--- src/core/asfi_pkg.sv ---
// Constants, register map and carrier types of the channel-0 FIFO status and interrupt block
package asfi_pkg;
    localparam int ASFI_AW = 12;
    localparam int ASFI_DW = 32;
    localparam int ASFI_NCH = 4;
    localparam int ASFI_CHW = 2;
    localparam int ASFI_LVLW = 5;
    localparam int ASFI_TRGW = 4;
    localparam int ASFI_STW = 6;

    localparam logic [ASFI_AW-1:0] ASFI_OFF_STATUS = 12'h038;
    localparam logic [ASFI_AW-1:0] ASFI_OFF_MASK = 12'h03C;
    localparam logic [ASFI_AW-1:0] ASFI_OFF_RX_OVR = 12'h040;
    localparam logic [ASFI_AW-1:0] ASFI_OFF_TX_OVR = 12'h044;
    localparam logic [ASFI_AW-1:0] ASFI_OFF_RX_TRIG = 12'h048;
    localparam logic [ASFI_AW-1:0] ASFI_OFF_TX_TRIG = 12'h04C;
    localparam logic [ASFI_AW-1:0] ASFI_OFF_RX_FLUSH = 12'h050;
    localparam logic [ASFI_AW-1:0] ASFI_OFF_TX_FLUSH = 12'h054;
    localparam logic [ASFI_AW-1:0] ASFI_OFF_CLEAR = 12'h058;
    localparam logic [ASFI_AW-1:0] ASFI_OFF_RX_DMA = 12'h1C0;

    localparam int ASFI_B_RX_DATA_AVAIL_FLAG = 0;
    localparam int ASFI_B_RX_OVERRUN_FLAG = 1;
    localparam int ASFI_B_TX_EMPTY_TRIGGER_FLAG = 4;
    localparam int ASFI_B_TX_OVERRUN_FLAG = 5;
    localparam int ASFI_B_FLUSH = 0;

    localparam logic [ASFI_STW-1:0] ASFI_MASK_RST = 6'h33;
    localparam logic [ASFI_STW-1:0] ASFI_MASK_USED = 6'h33;
    localparam logic [ASFI_TRGW-1:0] ASFI_TRIG_RST = 4'h3;
    localparam logic [1:0] ASFI_RESP_OKAY = 2'h0;
    localparam logic [1:0] ASFI_RESP_SLVERR = 2'h2;

    typedef logic [ASFI_NCH-1:0][ASFI_DW-1:0] asfi_chdata_t;

    // Per-FIFO view from the data path: fill level and a one-cycle overrun pulse
    typedef struct packed {
        logic [ASFI_LVLW-1:0] level;
        logic ovf_evt;
    } asfi_fifo_s;

    typedef struct packed {
        logic aw_hold;
        logic [ASFI_AW-1:0] aw_addr;
        logic w_hold;
        logic [ASFI_DW-1:0] w_data;
        logic w_strb0;
        logic bvalid;
        logic [1:0] bresp;
        logic rvalid;
        logic [1:0] rresp;
        logic [ASFI_DW-1:0] rdata;
        logic ovf_rx;
        logic ovf_tx;
        logic avail_rx;
        logic empty_tx;
        logic [ASFI_STW-1:0] mask;
        logic [ASFI_TRGW-1:0] rx_trig;
        logic [ASFI_TRGW-1:0] tx_trig;
        logic rx_flush;
        logic tx_flush;
        logic [ASFI_CHW-1:0] dma_ptr;
        logic dma_pop;
        logic [ASFI_CHW-1:0] dma_ch;
        logic irq;
    } asfi_state_s;
endpackage : asfi_pkg

--- src/core/asfi_ch0_ctrl.sv ---
// Channel-0 FIFO status, interrupt, flush and receive DMA port behind an AXI4-Lite slave
`timescale 1ns/10ps
module asfi_ch0_ctrl (
    input wire logic aclk,
    input wire logic aresetn,
    input wire logic s_axi_awvalid,
    output logic s_axi_awready,
    input wire logic [asfi_pkg::ASFI_AW-1:0] s_axi_awaddr,
    input wire logic s_axi_wvalid,
    output logic s_axi_wready,
    input wire logic [asfi_pkg::ASFI_DW-1:0] s_axi_wdata,
    input wire logic [3:0] s_axi_wstrb,
    output logic s_axi_bvalid,
    input wire logic s_axi_bready,
    output logic [1:0] s_axi_bresp,
    input wire logic s_axi_arvalid,
    output logic s_axi_arready,
    input wire logic [asfi_pkg::ASFI_AW-1:0] s_axi_araddr,
    output logic s_axi_rvalid,
    input wire logic s_axi_rready,
    output logic [asfi_pkg::ASFI_DW-1:0] s_axi_rdata,
    output logic [1:0] s_axi_rresp,
    input wire asfi_pkg::asfi_fifo_s rx_fifo,
    input wire asfi_pkg::asfi_fifo_s tx_fifo,
    input wire logic [asfi_pkg::ASFI_NCH-1:0] rx_chan_en,
    input wire asfi_pkg::asfi_chdata_t rx_chan_data,
    output logic rx_fifo_flush,
    output logic tx_fifo_flush,
    output logic rx_dma_pop,
    output logic [asfi_pkg::ASFI_CHW-1:0] rx_dma_ch,
    output logic irq
);
    import asfi_pkg::*;

    asfi_state_s state_ff;
    asfi_state_s nxt_state;
    logic aw_hs;
    logic w_hs;
    logic ar_hs;
    logic wr_go;
    logic clr_rx;
    logic clr_tx;
    logic [ASFI_CHW-1:0] dma_pick;

    // Status word in register layout
    function automatic logic [ASFI_STW-1:0] asfi_status(input asfi_state_s s);
        logic [ASFI_STW-1:0] v;
        v = '0;
        v[ASFI_B_RX_DATA_AVAIL_FLAG] = s.avail_rx;
        v[ASFI_B_RX_OVERRUN_FLAG] = s.ovf_rx;
        v[ASFI_B_TX_EMPTY_TRIGGER_FLAG] = s.empty_tx;
        v[ASFI_B_TX_OVERRUN_FLAG] = s.ovf_tx;
        return v;
    endfunction : asfi_status

    // First enabled channel at or after a start point, searching cyclically
    function automatic logic [ASFI_CHW-1:0] asfi_first_en(input logic [ASFI_NCH-1:0] en,
                                                          input logic [ASFI_CHW-1:0] from);
        logic [ASFI_CHW-1:0] pick;
        logic [ASFI_CHW-1:0] cand;
        logic found;
        pick = from;
        found = 1'b0;
        for (int i = 0; i < ASFI_NCH; i++) begin
            cand = ASFI_CHW'(from + ASFI_CHW'(i));
            if (!found && en[cand]) begin
                pick = cand;
                found = 1'b1;
            end
        end
        return pick;
    endfunction : asfi_first_en

    assign s_axi_awready = !state_ff.aw_hold;
    assign s_axi_wready = !state_ff.w_hold;
    assign s_axi_arready = !state_ff.rvalid;
    assign aw_hs = s_axi_awvalid && s_axi_awready;
    assign w_hs = s_axi_wvalid && s_axi_wready;
    assign ar_hs = s_axi_arvalid && s_axi_arready;
    assign wr_go = state_ff.aw_hold && state_ff.w_hold && !state_ff.bvalid;
    assign dma_pick = asfi_first_en(rx_chan_en, state_ff.dma_ptr);

    assign s_axi_bvalid = state_ff.bvalid;
    assign s_axi_bresp = state_ff.bresp;
    assign s_axi_rvalid = state_ff.rvalid;
    assign s_axi_rdata = state_ff.rdata;
    assign s_axi_rresp = state_ff.rresp;
    assign rx_fifo_flush = state_ff.rx_flush;
    assign tx_fifo_flush = state_ff.tx_flush;
    assign rx_dma_pop = state_ff.dma_pop;
    assign rx_dma_ch = state_ff.dma_ch;
    assign irq = state_ff.irq;

    always_comb begin
        nxt_state = state_ff;
        clr_rx = 1'b0;
        clr_tx = 1'b0;
        nxt_state.rx_flush = 1'b0;
        nxt_state.tx_flush = 1'b0;
        nxt_state.dma_pop = 1'b0;

        // Address and data are captured independently, in either order
        if (aw_hs) begin
            nxt_state.aw_hold = 1'b1;
            nxt_state.aw_addr = s_axi_awaddr;
        end
        if (w_hs) begin
            nxt_state.w_hold = 1'b1;
            nxt_state.w_data = s_axi_wdata;
            nxt_state.w_strb0 = s_axi_wstrb[0];
        end
        if (state_ff.bvalid && s_axi_bready) begin
            nxt_state.bvalid = 1'b0;
        end

        if (wr_go) begin
            nxt_state.aw_hold = 1'b0;
            nxt_state.w_hold = 1'b0;
            nxt_state.bvalid = 1'b1;
            nxt_state.bresp = ASFI_RESP_OKAY;
            unique case (state_ff.aw_addr)
                ASFI_OFF_MASK: begin
                    if (state_ff.w_strb0) begin
                        nxt_state.mask = state_ff.w_data[ASFI_STW-1:0] & ASFI_MASK_USED;
                    end
                end
                ASFI_OFF_RX_TRIG: begin
                    if (state_ff.w_strb0) begin
                        nxt_state.rx_trig = state_ff.w_data[ASFI_TRGW-1:0];
                    end
                end
                ASFI_OFF_TX_TRIG: begin
                    if (state_ff.w_strb0) begin
                        nxt_state.tx_trig = state_ff.w_data[ASFI_TRGW-1:0];
                    end
                end
                ASFI_OFF_RX_FLUSH: begin
                    nxt_state.rx_flush = state_ff.w_strb0 && state_ff.w_data[ASFI_B_FLUSH];
                end
                ASFI_OFF_TX_FLUSH: begin
                    nxt_state.tx_flush = state_ff.w_strb0 && state_ff.w_data[ASFI_B_FLUSH];
                end
                ASFI_OFF_CLEAR: begin
                    clr_rx = state_ff.w_strb0 && state_ff.w_data[ASFI_B_RX_OVERRUN_FLAG];
                    clr_tx = state_ff.w_strb0 && state_ff.w_data[ASFI_B_TX_OVERRUN_FLAG];
                end
                ASFI_OFF_STATUS, ASFI_OFF_RX_OVR, ASFI_OFF_TX_OVR, ASFI_OFF_RX_DMA: begin
                    nxt_state.bresp = ASFI_RESP_OKAY;
                end
                default: begin
                    nxt_state.bresp = ASFI_RESP_SLVERR;
                end
            endcase
        end

        if (state_ff.rvalid && s_axi_rready) begin
            nxt_state.rvalid = 1'b0;
        end
        if (ar_hs) begin
            nxt_state.rvalid = 1'b1;
            nxt_state.rresp = ASFI_RESP_OKAY;
            nxt_state.rdata = '0;
            unique case (s_axi_araddr)
                ASFI_OFF_STATUS: nxt_state.rdata = ASFI_DW'(asfi_status(state_ff));
                ASFI_OFF_MASK: nxt_state.rdata = ASFI_DW'(state_ff.mask);
                ASFI_OFF_RX_OVR: begin
                    // read returns and clears receive overrun
                    nxt_state.rdata = ASFI_DW'(state_ff.ovf_rx);
                    clr_rx = 1'b1;
                end
                ASFI_OFF_TX_OVR: begin
                    // read returns and clears transmit overrun
                    nxt_state.rdata = ASFI_DW'(state_ff.ovf_tx);
                    clr_tx = 1'b1;
                end
                ASFI_OFF_RX_TRIG: nxt_state.rdata = ASFI_DW'(state_ff.rx_trig);
                ASFI_OFF_TX_TRIG: nxt_state.rdata = ASFI_DW'(state_ff.tx_trig);
                ASFI_OFF_RX_FLUSH, ASFI_OFF_TX_FLUSH, ASFI_OFF_CLEAR: begin
                    nxt_state.rdata = '0;
                end
                ASFI_OFF_RX_DMA: begin
                    // step to next enabled channel and wrap
                    if (|rx_chan_en) begin
                        nxt_state.rdata = rx_chan_data[dma_pick];
                        nxt_state.dma_pop = 1'b1;
                        nxt_state.dma_ch = dma_pick;
                        nxt_state.dma_ptr = ASFI_CHW'(dma_pick + ASFI_CHW'(1));
                    end
                end
                default: begin
                    nxt_state.rresp = ASFI_RESP_SLVERR;
                end
            endcase
        end

        // sticky overruns, a new event beats a clear
        nxt_state.ovf_rx = (state_ff.ovf_rx && !clr_rx) || rx_fifo.ovf_evt;
        nxt_state.ovf_tx = (state_ff.ovf_tx && !clr_tx) || tx_fifo.ovf_evt;
        nxt_state.avail_rx = rx_fifo.level >= ASFI_LVLW'(state_ff.rx_trig);
        nxt_state.empty_tx = tx_fifo.level <= ASFI_LVLW'(state_ff.tx_trig);
        nxt_state.irq = |(asfi_status(nxt_state) & ~nxt_state.mask);
    end

    always_ff @(posedge aclk) begin
        if (!aresetn) begin
            state_ff <= '0;
            state_ff.mask <= ASFI_MASK_RST;
            state_ff.rx_trig <= ASFI_TRIG_RST;
            state_ff.tx_trig <= ASFI_TRIG_RST;
            state_ff.empty_tx <= 1'b1;
        end else begin
            state_ff <= nxt_state;
        end
    end
endmodule : asfi_ch0_ctrl

--- config.mk ---
export PLATFORM = sky130hd
export DESIGN_NAME = asfi_ch0_ctrl
export DESIGN_NICKNAME = d
export VERILOG_FILES = /design/src/core/asfi_pkg.sv /design/src/core/asfi_ch0_ctrl.sv
export SDC_FILE = /design/constraint.sdc
export NUM_CORES = 1
export LEC_CHECK = 0
export CELL_PAD_IN_SITES_DETAIL_PLACEMENT = 0
export CELL_PAD_IN_SITES_GLOBAL_PLACEMENT = 1
export CORE_MARGIN = 10
export CORE_UTILIZATION = 45
export CTS_CLUSTER_DIAMETER = 40
export CTS_CLUSTER_SIZE = 16
export DETAILED_ROUTE_END_ITERATION = 12
export DONT_BUFFER_PORTS = 1
export HOLD_SLACK_MARGIN = 0.08
export PLACE_DENSITY_LB_ADDON = 0.3
export SYNTH_ARGS = -nofsm -noshare
export SYNTH_HDL_FRONTEND = slang
export SYNTH_SLANG_ARGS = --single-unit
--- constraint.sdc ---
create_clock -name aclk -period 3.3 [get_ports aclk]
set_input_delay 0.66 -clock aclk [delete_from_list [all_inputs] [get_ports aclk]]
set_output_delay 0.66 -clock aclk [all_outputs]
set_load 0.02 [all_outputs]
Yosys cells after proc, flatten, opt, wreduce, memory -nomap -nowiden:

Cells that the tools add are included.
W data, S select, Z words.

* bitwise gates (word level): 3
* eq/ne operators: 20
* reduce and logical (&&, ||, !) cells: 39
* add/subtract/negate cells: 4
* mux-type cells: 42
* $lt $le $gt $ge: 7

Operators with widths (number)
* $pmux W32 S7: 1
* $eq A12 B7 Y1 const B: 14
* $bmux W32 S2: 1
* $mux W32: 2
* $eq A12 B6 Y1 const B: 4
* $mux W35: 1
* $eq A12 B9 Y1 const B: 2
* $reduce_or A10 Y1: 2
* $mux W1: 19
* $reduce_and A3 Y1: 6
* $mux W16: 1
* $mux W4: 4
* $logic_and A1 B1 Y1: 15
* $lt A2 B3 Y1 const B: 5
* $mux W6: 2
* $mux W2: 5
* $logic_not A1 Y1: 9
* $bmux W1 S2: 4
* $and A6 B6 Y6: 1
* $mux W3: 2
* $not A6 Y6: 1
* $reduce_or A6 Y1: 1
* $ge A5 B4 Y1: 1
* $le A5 B4 Y1: 1
* other kinds (7): 11

* input port bits: 211
* register bits: 85
* logic and storage cells: 138

Depth between registers and ports, before layout:

* depth in word-level cells: 17
* depth in mapped cells: 8
* depth with buffers taken out: 8

Worst setup path after synthesis:

OpenSTA, ideal clock, no wires.

* path type: in2reg
* start: input port rx_chan_en[0] (netlist name)
* end: register state_ff, in the netlist s_axi_rdata[13]
* data arrival time: 2.162 ns
* cell stages on the path: 6
* slack: 1.021 ns
* setup time: 0.117 ns
* buffers on the path: 1
* cell sequence: nor2b_1 a21oi_1 o221ai_2 buf_4 mux4_2 a22o_1

* longest elaborated chain between the ends: 16
* elaborated cells between the ends (all ways): 25

RTL lines
* from (decl): RTL line asfi_ch0_ctrl.sv:25 `input wire logic [asfi_pkg::ASFI_NCH-1:0] rx_chan_en,`
* $bmux W1 S2: RTL line asfi_ch0_ctrl.sv:66 `if (!found && en[cand]) begin`
* $mux W1 (implied by the code): RTL line asfi_ch0_ctrl.sv:66
* $mux W1: RTL line asfi_ch0_ctrl.sv:66
* $logic_not A1 Y1: RTL line asfi_ch0_ctrl.sv:66
* $logic_and A1 B1 Y1: RTL line asfi_ch0_ctrl.sv:66
* $mux W1: RTL line asfi_ch0_ctrl.sv:66
* $logic_not A1 Y1: RTL line asfi_ch0_ctrl.sv:66
* $logic_and A1 B1 Y1: RTL line asfi_ch0_ctrl.sv:66
* $mux W1: RTL line asfi_ch0_ctrl.sv:66
* $logic_not A1 Y1: RTL line asfi_ch0_ctrl.sv:66
* $logic_and A1 B1 Y1: RTL line asfi_ch0_ctrl.sv:66
* $mux W2: RTL line asfi_ch0_ctrl.sv:66
* $bmux W32 S2: RTL line asfi_ch0_ctrl.sv:184 `nxt_state.rdata = rx_chan_data[dma_pick];`
* $mux W32 (implied by the code): RTL line asfi_ch0_ctrl.sv:184
* $mux W32 (*): RTL line asfi_ch0_ctrl.sv:183 `if (|rx_chan_en) begin`
* $pmux W32 S7 (*): RTL line asfi_ch0_ctrl.sv:163 `unique case (s_axi_araddr)`
* to (signal assigned): RTL line asfi_ch0_ctrl.sv:212 `state_ff <= nxt_state;`
* to (decl): RTL line asfi_ch0_ctrl.sv:35 `asfi_state_s state_ff;`

Mark *: on every way between the ends. The rest lies on a longest branch, timed or not. The select of a mux whose other input is x is not followed.
A chain may end at the register's enable or synchronous reset.

Worst setup path after layout:

* start: input port rx_chan_en[0] (netlist name)
* end: register state_ff, in the netlist s_axi_rdata[11]

Same word-level chain as after synthesis.

==> results.md <==
* Outcome: finished, final reports clean
* Maximum clock insertion buffer count at 2
* Post-cts resize count at 0
* Prevailing post-synth register cell: dfxtp_1
* Die width at 120.9 um
* Final WL at 13470 um
* Worst Setup Slack, final at 1.100 ns
* Die area at 0.01461 mm^2
* Final Max Slew Viols at 0
* RSZ-0062 raised after global routing: no
* Htree depth at 3
* Leakage power at 0.001653 uW
* Hold Startpoint: aresetn
* # rows at 36
* First DRT Iteration DRCs at 185
* VDD IR max at 0.2012 mV
* Avg Synthesized Cell Area at 10.09 um^2
* Via count at 3315
* Cell area after layout at 0.004592 mm^2
* Layout area overhead at 0.2458%
* Min cycle time layout at 2.200 ns
* Gr usage total at 0.1733
* TritonCTS clock tree: built
* Worst slew pin tran at 0.7625 ns
* DR DRC count at 0
* I/O pins at 258
* Layout cell share with drive strength beyond 1 at 0.1538
* Synth top cells by count: dfxtp_1 (83), nand2_1 (51), buf_4 (41)
* Clk Latency, worst-skew pair at 0.35 ns
* Synth cell types at 57
* Fin nets at 631
* Inserted Diodes at 0
* Worst Path Required at 3.54 ns
* Dpl ws at 0.7041 ns
* Synthesized flop and latch total at 83
* Hold depth at 1
* Reg-to-reg endpoint: s_axi_rdata[11]
* Async set-reset flop share out of synthesis at 0
* Worst R2R Setup Slack at 1.13 ns
* PortBufs at 0
* Synth top area cells: dfxtp_1 (36%), mux4_2 (15%), buf_4 (6.7%), a22o_1 (5.9%), mux2i_1 (5.5%)
* CTS Hold Bufs at 0
* First-pass GRT wire length at 19900 um
* Post-Syn Area at 0.004581 mm^2
* Crit. End Element: flop
* Sequential element share of the synthesized area at 0.3627
* PD cells at 416.0 mW/mm^2
* GRT overflow at 0
* Fillers at 950
* DR vias/cell at 6.038
* Setup CP Type: primary input to flop
* Count leader, synth: dfxtp_1
* Worst r2r src: state_ff[5]
* Cell Chain, Critical Path: nor2b_1, a21oi_1, o221ai_4, buf_12, mux4_2, a22o_1
* Initial antenna violation count at 0
* EDFF count, synth at 0
* Vias in the first global route at 3380
* Setup Buffers After CTS at 0
* Max-cap violations at 0
* Endpoints failing hold at 0
* TNS Setup at 0 ns
* Power Total at 1910 uW
* Fin crit share at 0.6666
* Gpl congestion at 0.7729
* DP Area at 0.004432 mm^2
* Die Ht at 120.9 um
* Clock root buffer: clkbuf_8
* Startpoint Class: primary input
* Worst relative slew slack at 0.4906
* Post-DP HPWL at 11020 um
* Hold EP: state_ff[16]
* Slowest stage cell on the critical path: mux4_2
* Core ar. at 0.009864 mm^2
* Synth Warn # at 0
* Crit-path max FO at 25
* Register clock-pin slew on the reported worst setup and hold paths at 0.08 ns
* CP max stage delay at 0.54 ns
* Cell taking the most area after synthesis: dfxtp_1
* R2R depth at 6
* Top cell type's share of synthesized area at 0.3627
* Worst hold-check path type: primary input to flop
* CTS Sinks at 83
* Starting Density at 0.4644
* WL/cell at 24.54 um
* Clock skew at 0.01106 ns
* Arr. time, crit path at 2.44 ns
* Fmax at 0.4546 GHz
* Synth Instances at 454
* CTS Buf Count at 9
* Remaining antenna violation count at 0
* # setup viols final at 0
* Drt pass-1 iters at 4
* Largest net degree at the start of global routing at 36
## stage by stage
stage / std cells / util / hold WS (ns)
6_report: 549 / 0.4655 / 0.3672
5_1_grt: 549 / 0.4655 / 0.3420
4_1_cts: 549 / 0.4655 / 0.3583
3_5_place_dp: 534 / 0.4493 / 0.4520
3_3_place_gp: 534 / 0.4493 / 0.4462
2_1_floorplan: 455 / - / 0.4360
## state kept, by name (all words and copies together) (netlist names), named ones only
signal / flops
s_axi_bvalid: 1
s_axi_rresp: 1
tx_fifo_flush: 1
rx_fifo_flush: 1
s_axi_bresp: 1
s_axi_rvalid: 1
state_ff: 39
rx_dma_ch: 2
rx_dma_pop: 1
s_axi_rdata: 32
irq: 1
## worst max path at each step
stage | to | cells past startpoint | startpoint | slack [ns]
4_1_cts | s_axi_rdata[11] | 6 | rx_chan_en[0] | 1.09
2_1_floorplan | s_axi_rdata[13] | 6 | rx_chan_en[0] | 1.02
3_3_place_gp | s_axi_rdata[11] | 6 | rx_chan_en[0] | 0.75
3_5_place_dp | s_axi_rdata[11] | 6 | rx_chan_en[0] | 0.70
6_report | s_axi_rdata[11] | 6 | rx_chan_en[0] | 1.10
5_1_grt | s_axi_rdata[4] | 5 | s_axi_rvalid | 0.94
## kinds of logic (layout without fill, tap and decap cells)
| kind of cell | after synthesis | count (layout) | synth area share |
|---|---|---|---|
| AO/OA/AOI/OAI | 97 | 97 | 0.1557 |
| flip-flops | 83 | 83 | 0.3627 |
| buffers and inverters | 81 | 42 | 0.1082 |
| multiplexers | 57 | 57 | 0.2070 |
| other | 1 | 2 | 0.0008187 |
| AND/OR/NAND/NOR | 126 | 126 | 0.1418 |
| adder cells (fa/ha/maj) | 8 | 8 | 0.02185 |
| XOR/XNOR | 1 | 1 | 0.001912 |
## power by group
part	total, uW	switching, uW	internal, uW
Sequential	1050	25.5	1020
Combinational	232	110	122
Clock	629	360	270
Total	1910	495	1420
## per-layer routing
| metal | global-route usage | part of all wire | vias up |
|---|---|---|---|
| met4 | 0.03695 | 0.0085 | 0 |
| li1 | - | - | 1552 |
| met1 | 0.1951 | 0.38 | 1598 |
| met5 | 0 | 0 | - |
| met2 | 0.2867 | 0.50 | 155 |
| met3 | 0.08934 | 0.11 | 10 |
## layout make-up
cell class              instances  area, um^2  area share
clock inverters                 4       28.78    0.006267
well taps                     133       166.4     0.03624
repair buffers                  8       85.08     0.01853
clock buffers                  11       131.4     0.02861
multi-input cells             291        2447      0.5330
flip-flops and latches         83        1662      0.3619
inverters                      19       71.32     0.01553
## cells in the final DEF, fill, tap and decap left out, types with 3 or more instances in the layout
master,Yosys,final
mux2i_1,25,25
nor2b_1,7,7
ha_1,8,8
nor2_1,27,27
nand4_1,4,4
a21oi_1,22,21
dfxtp_1,83,83
a31oi_1,4,4
inv_1,18,18
a22oi_1,3,3
nor3b_1,4,4
nand2b_1,4,4
a211oi_1,3,3
buf_4,41,6
a22o_1,31,31
o211ai_1,6,6
nor3_1,11,10
nand2_1,51,51
nand3_1,3,3
o21ai_0,12,12
mux4_2,30,30
clkbuf_8,1,9
## critical path, delay by kind of cell
family	cells	cell delay, ns
compound gates	3	0.75
buf+inv	1	0.29
mux	1	0.54
simple gates	1	0.17
Power figures use the tool's default switching activity.
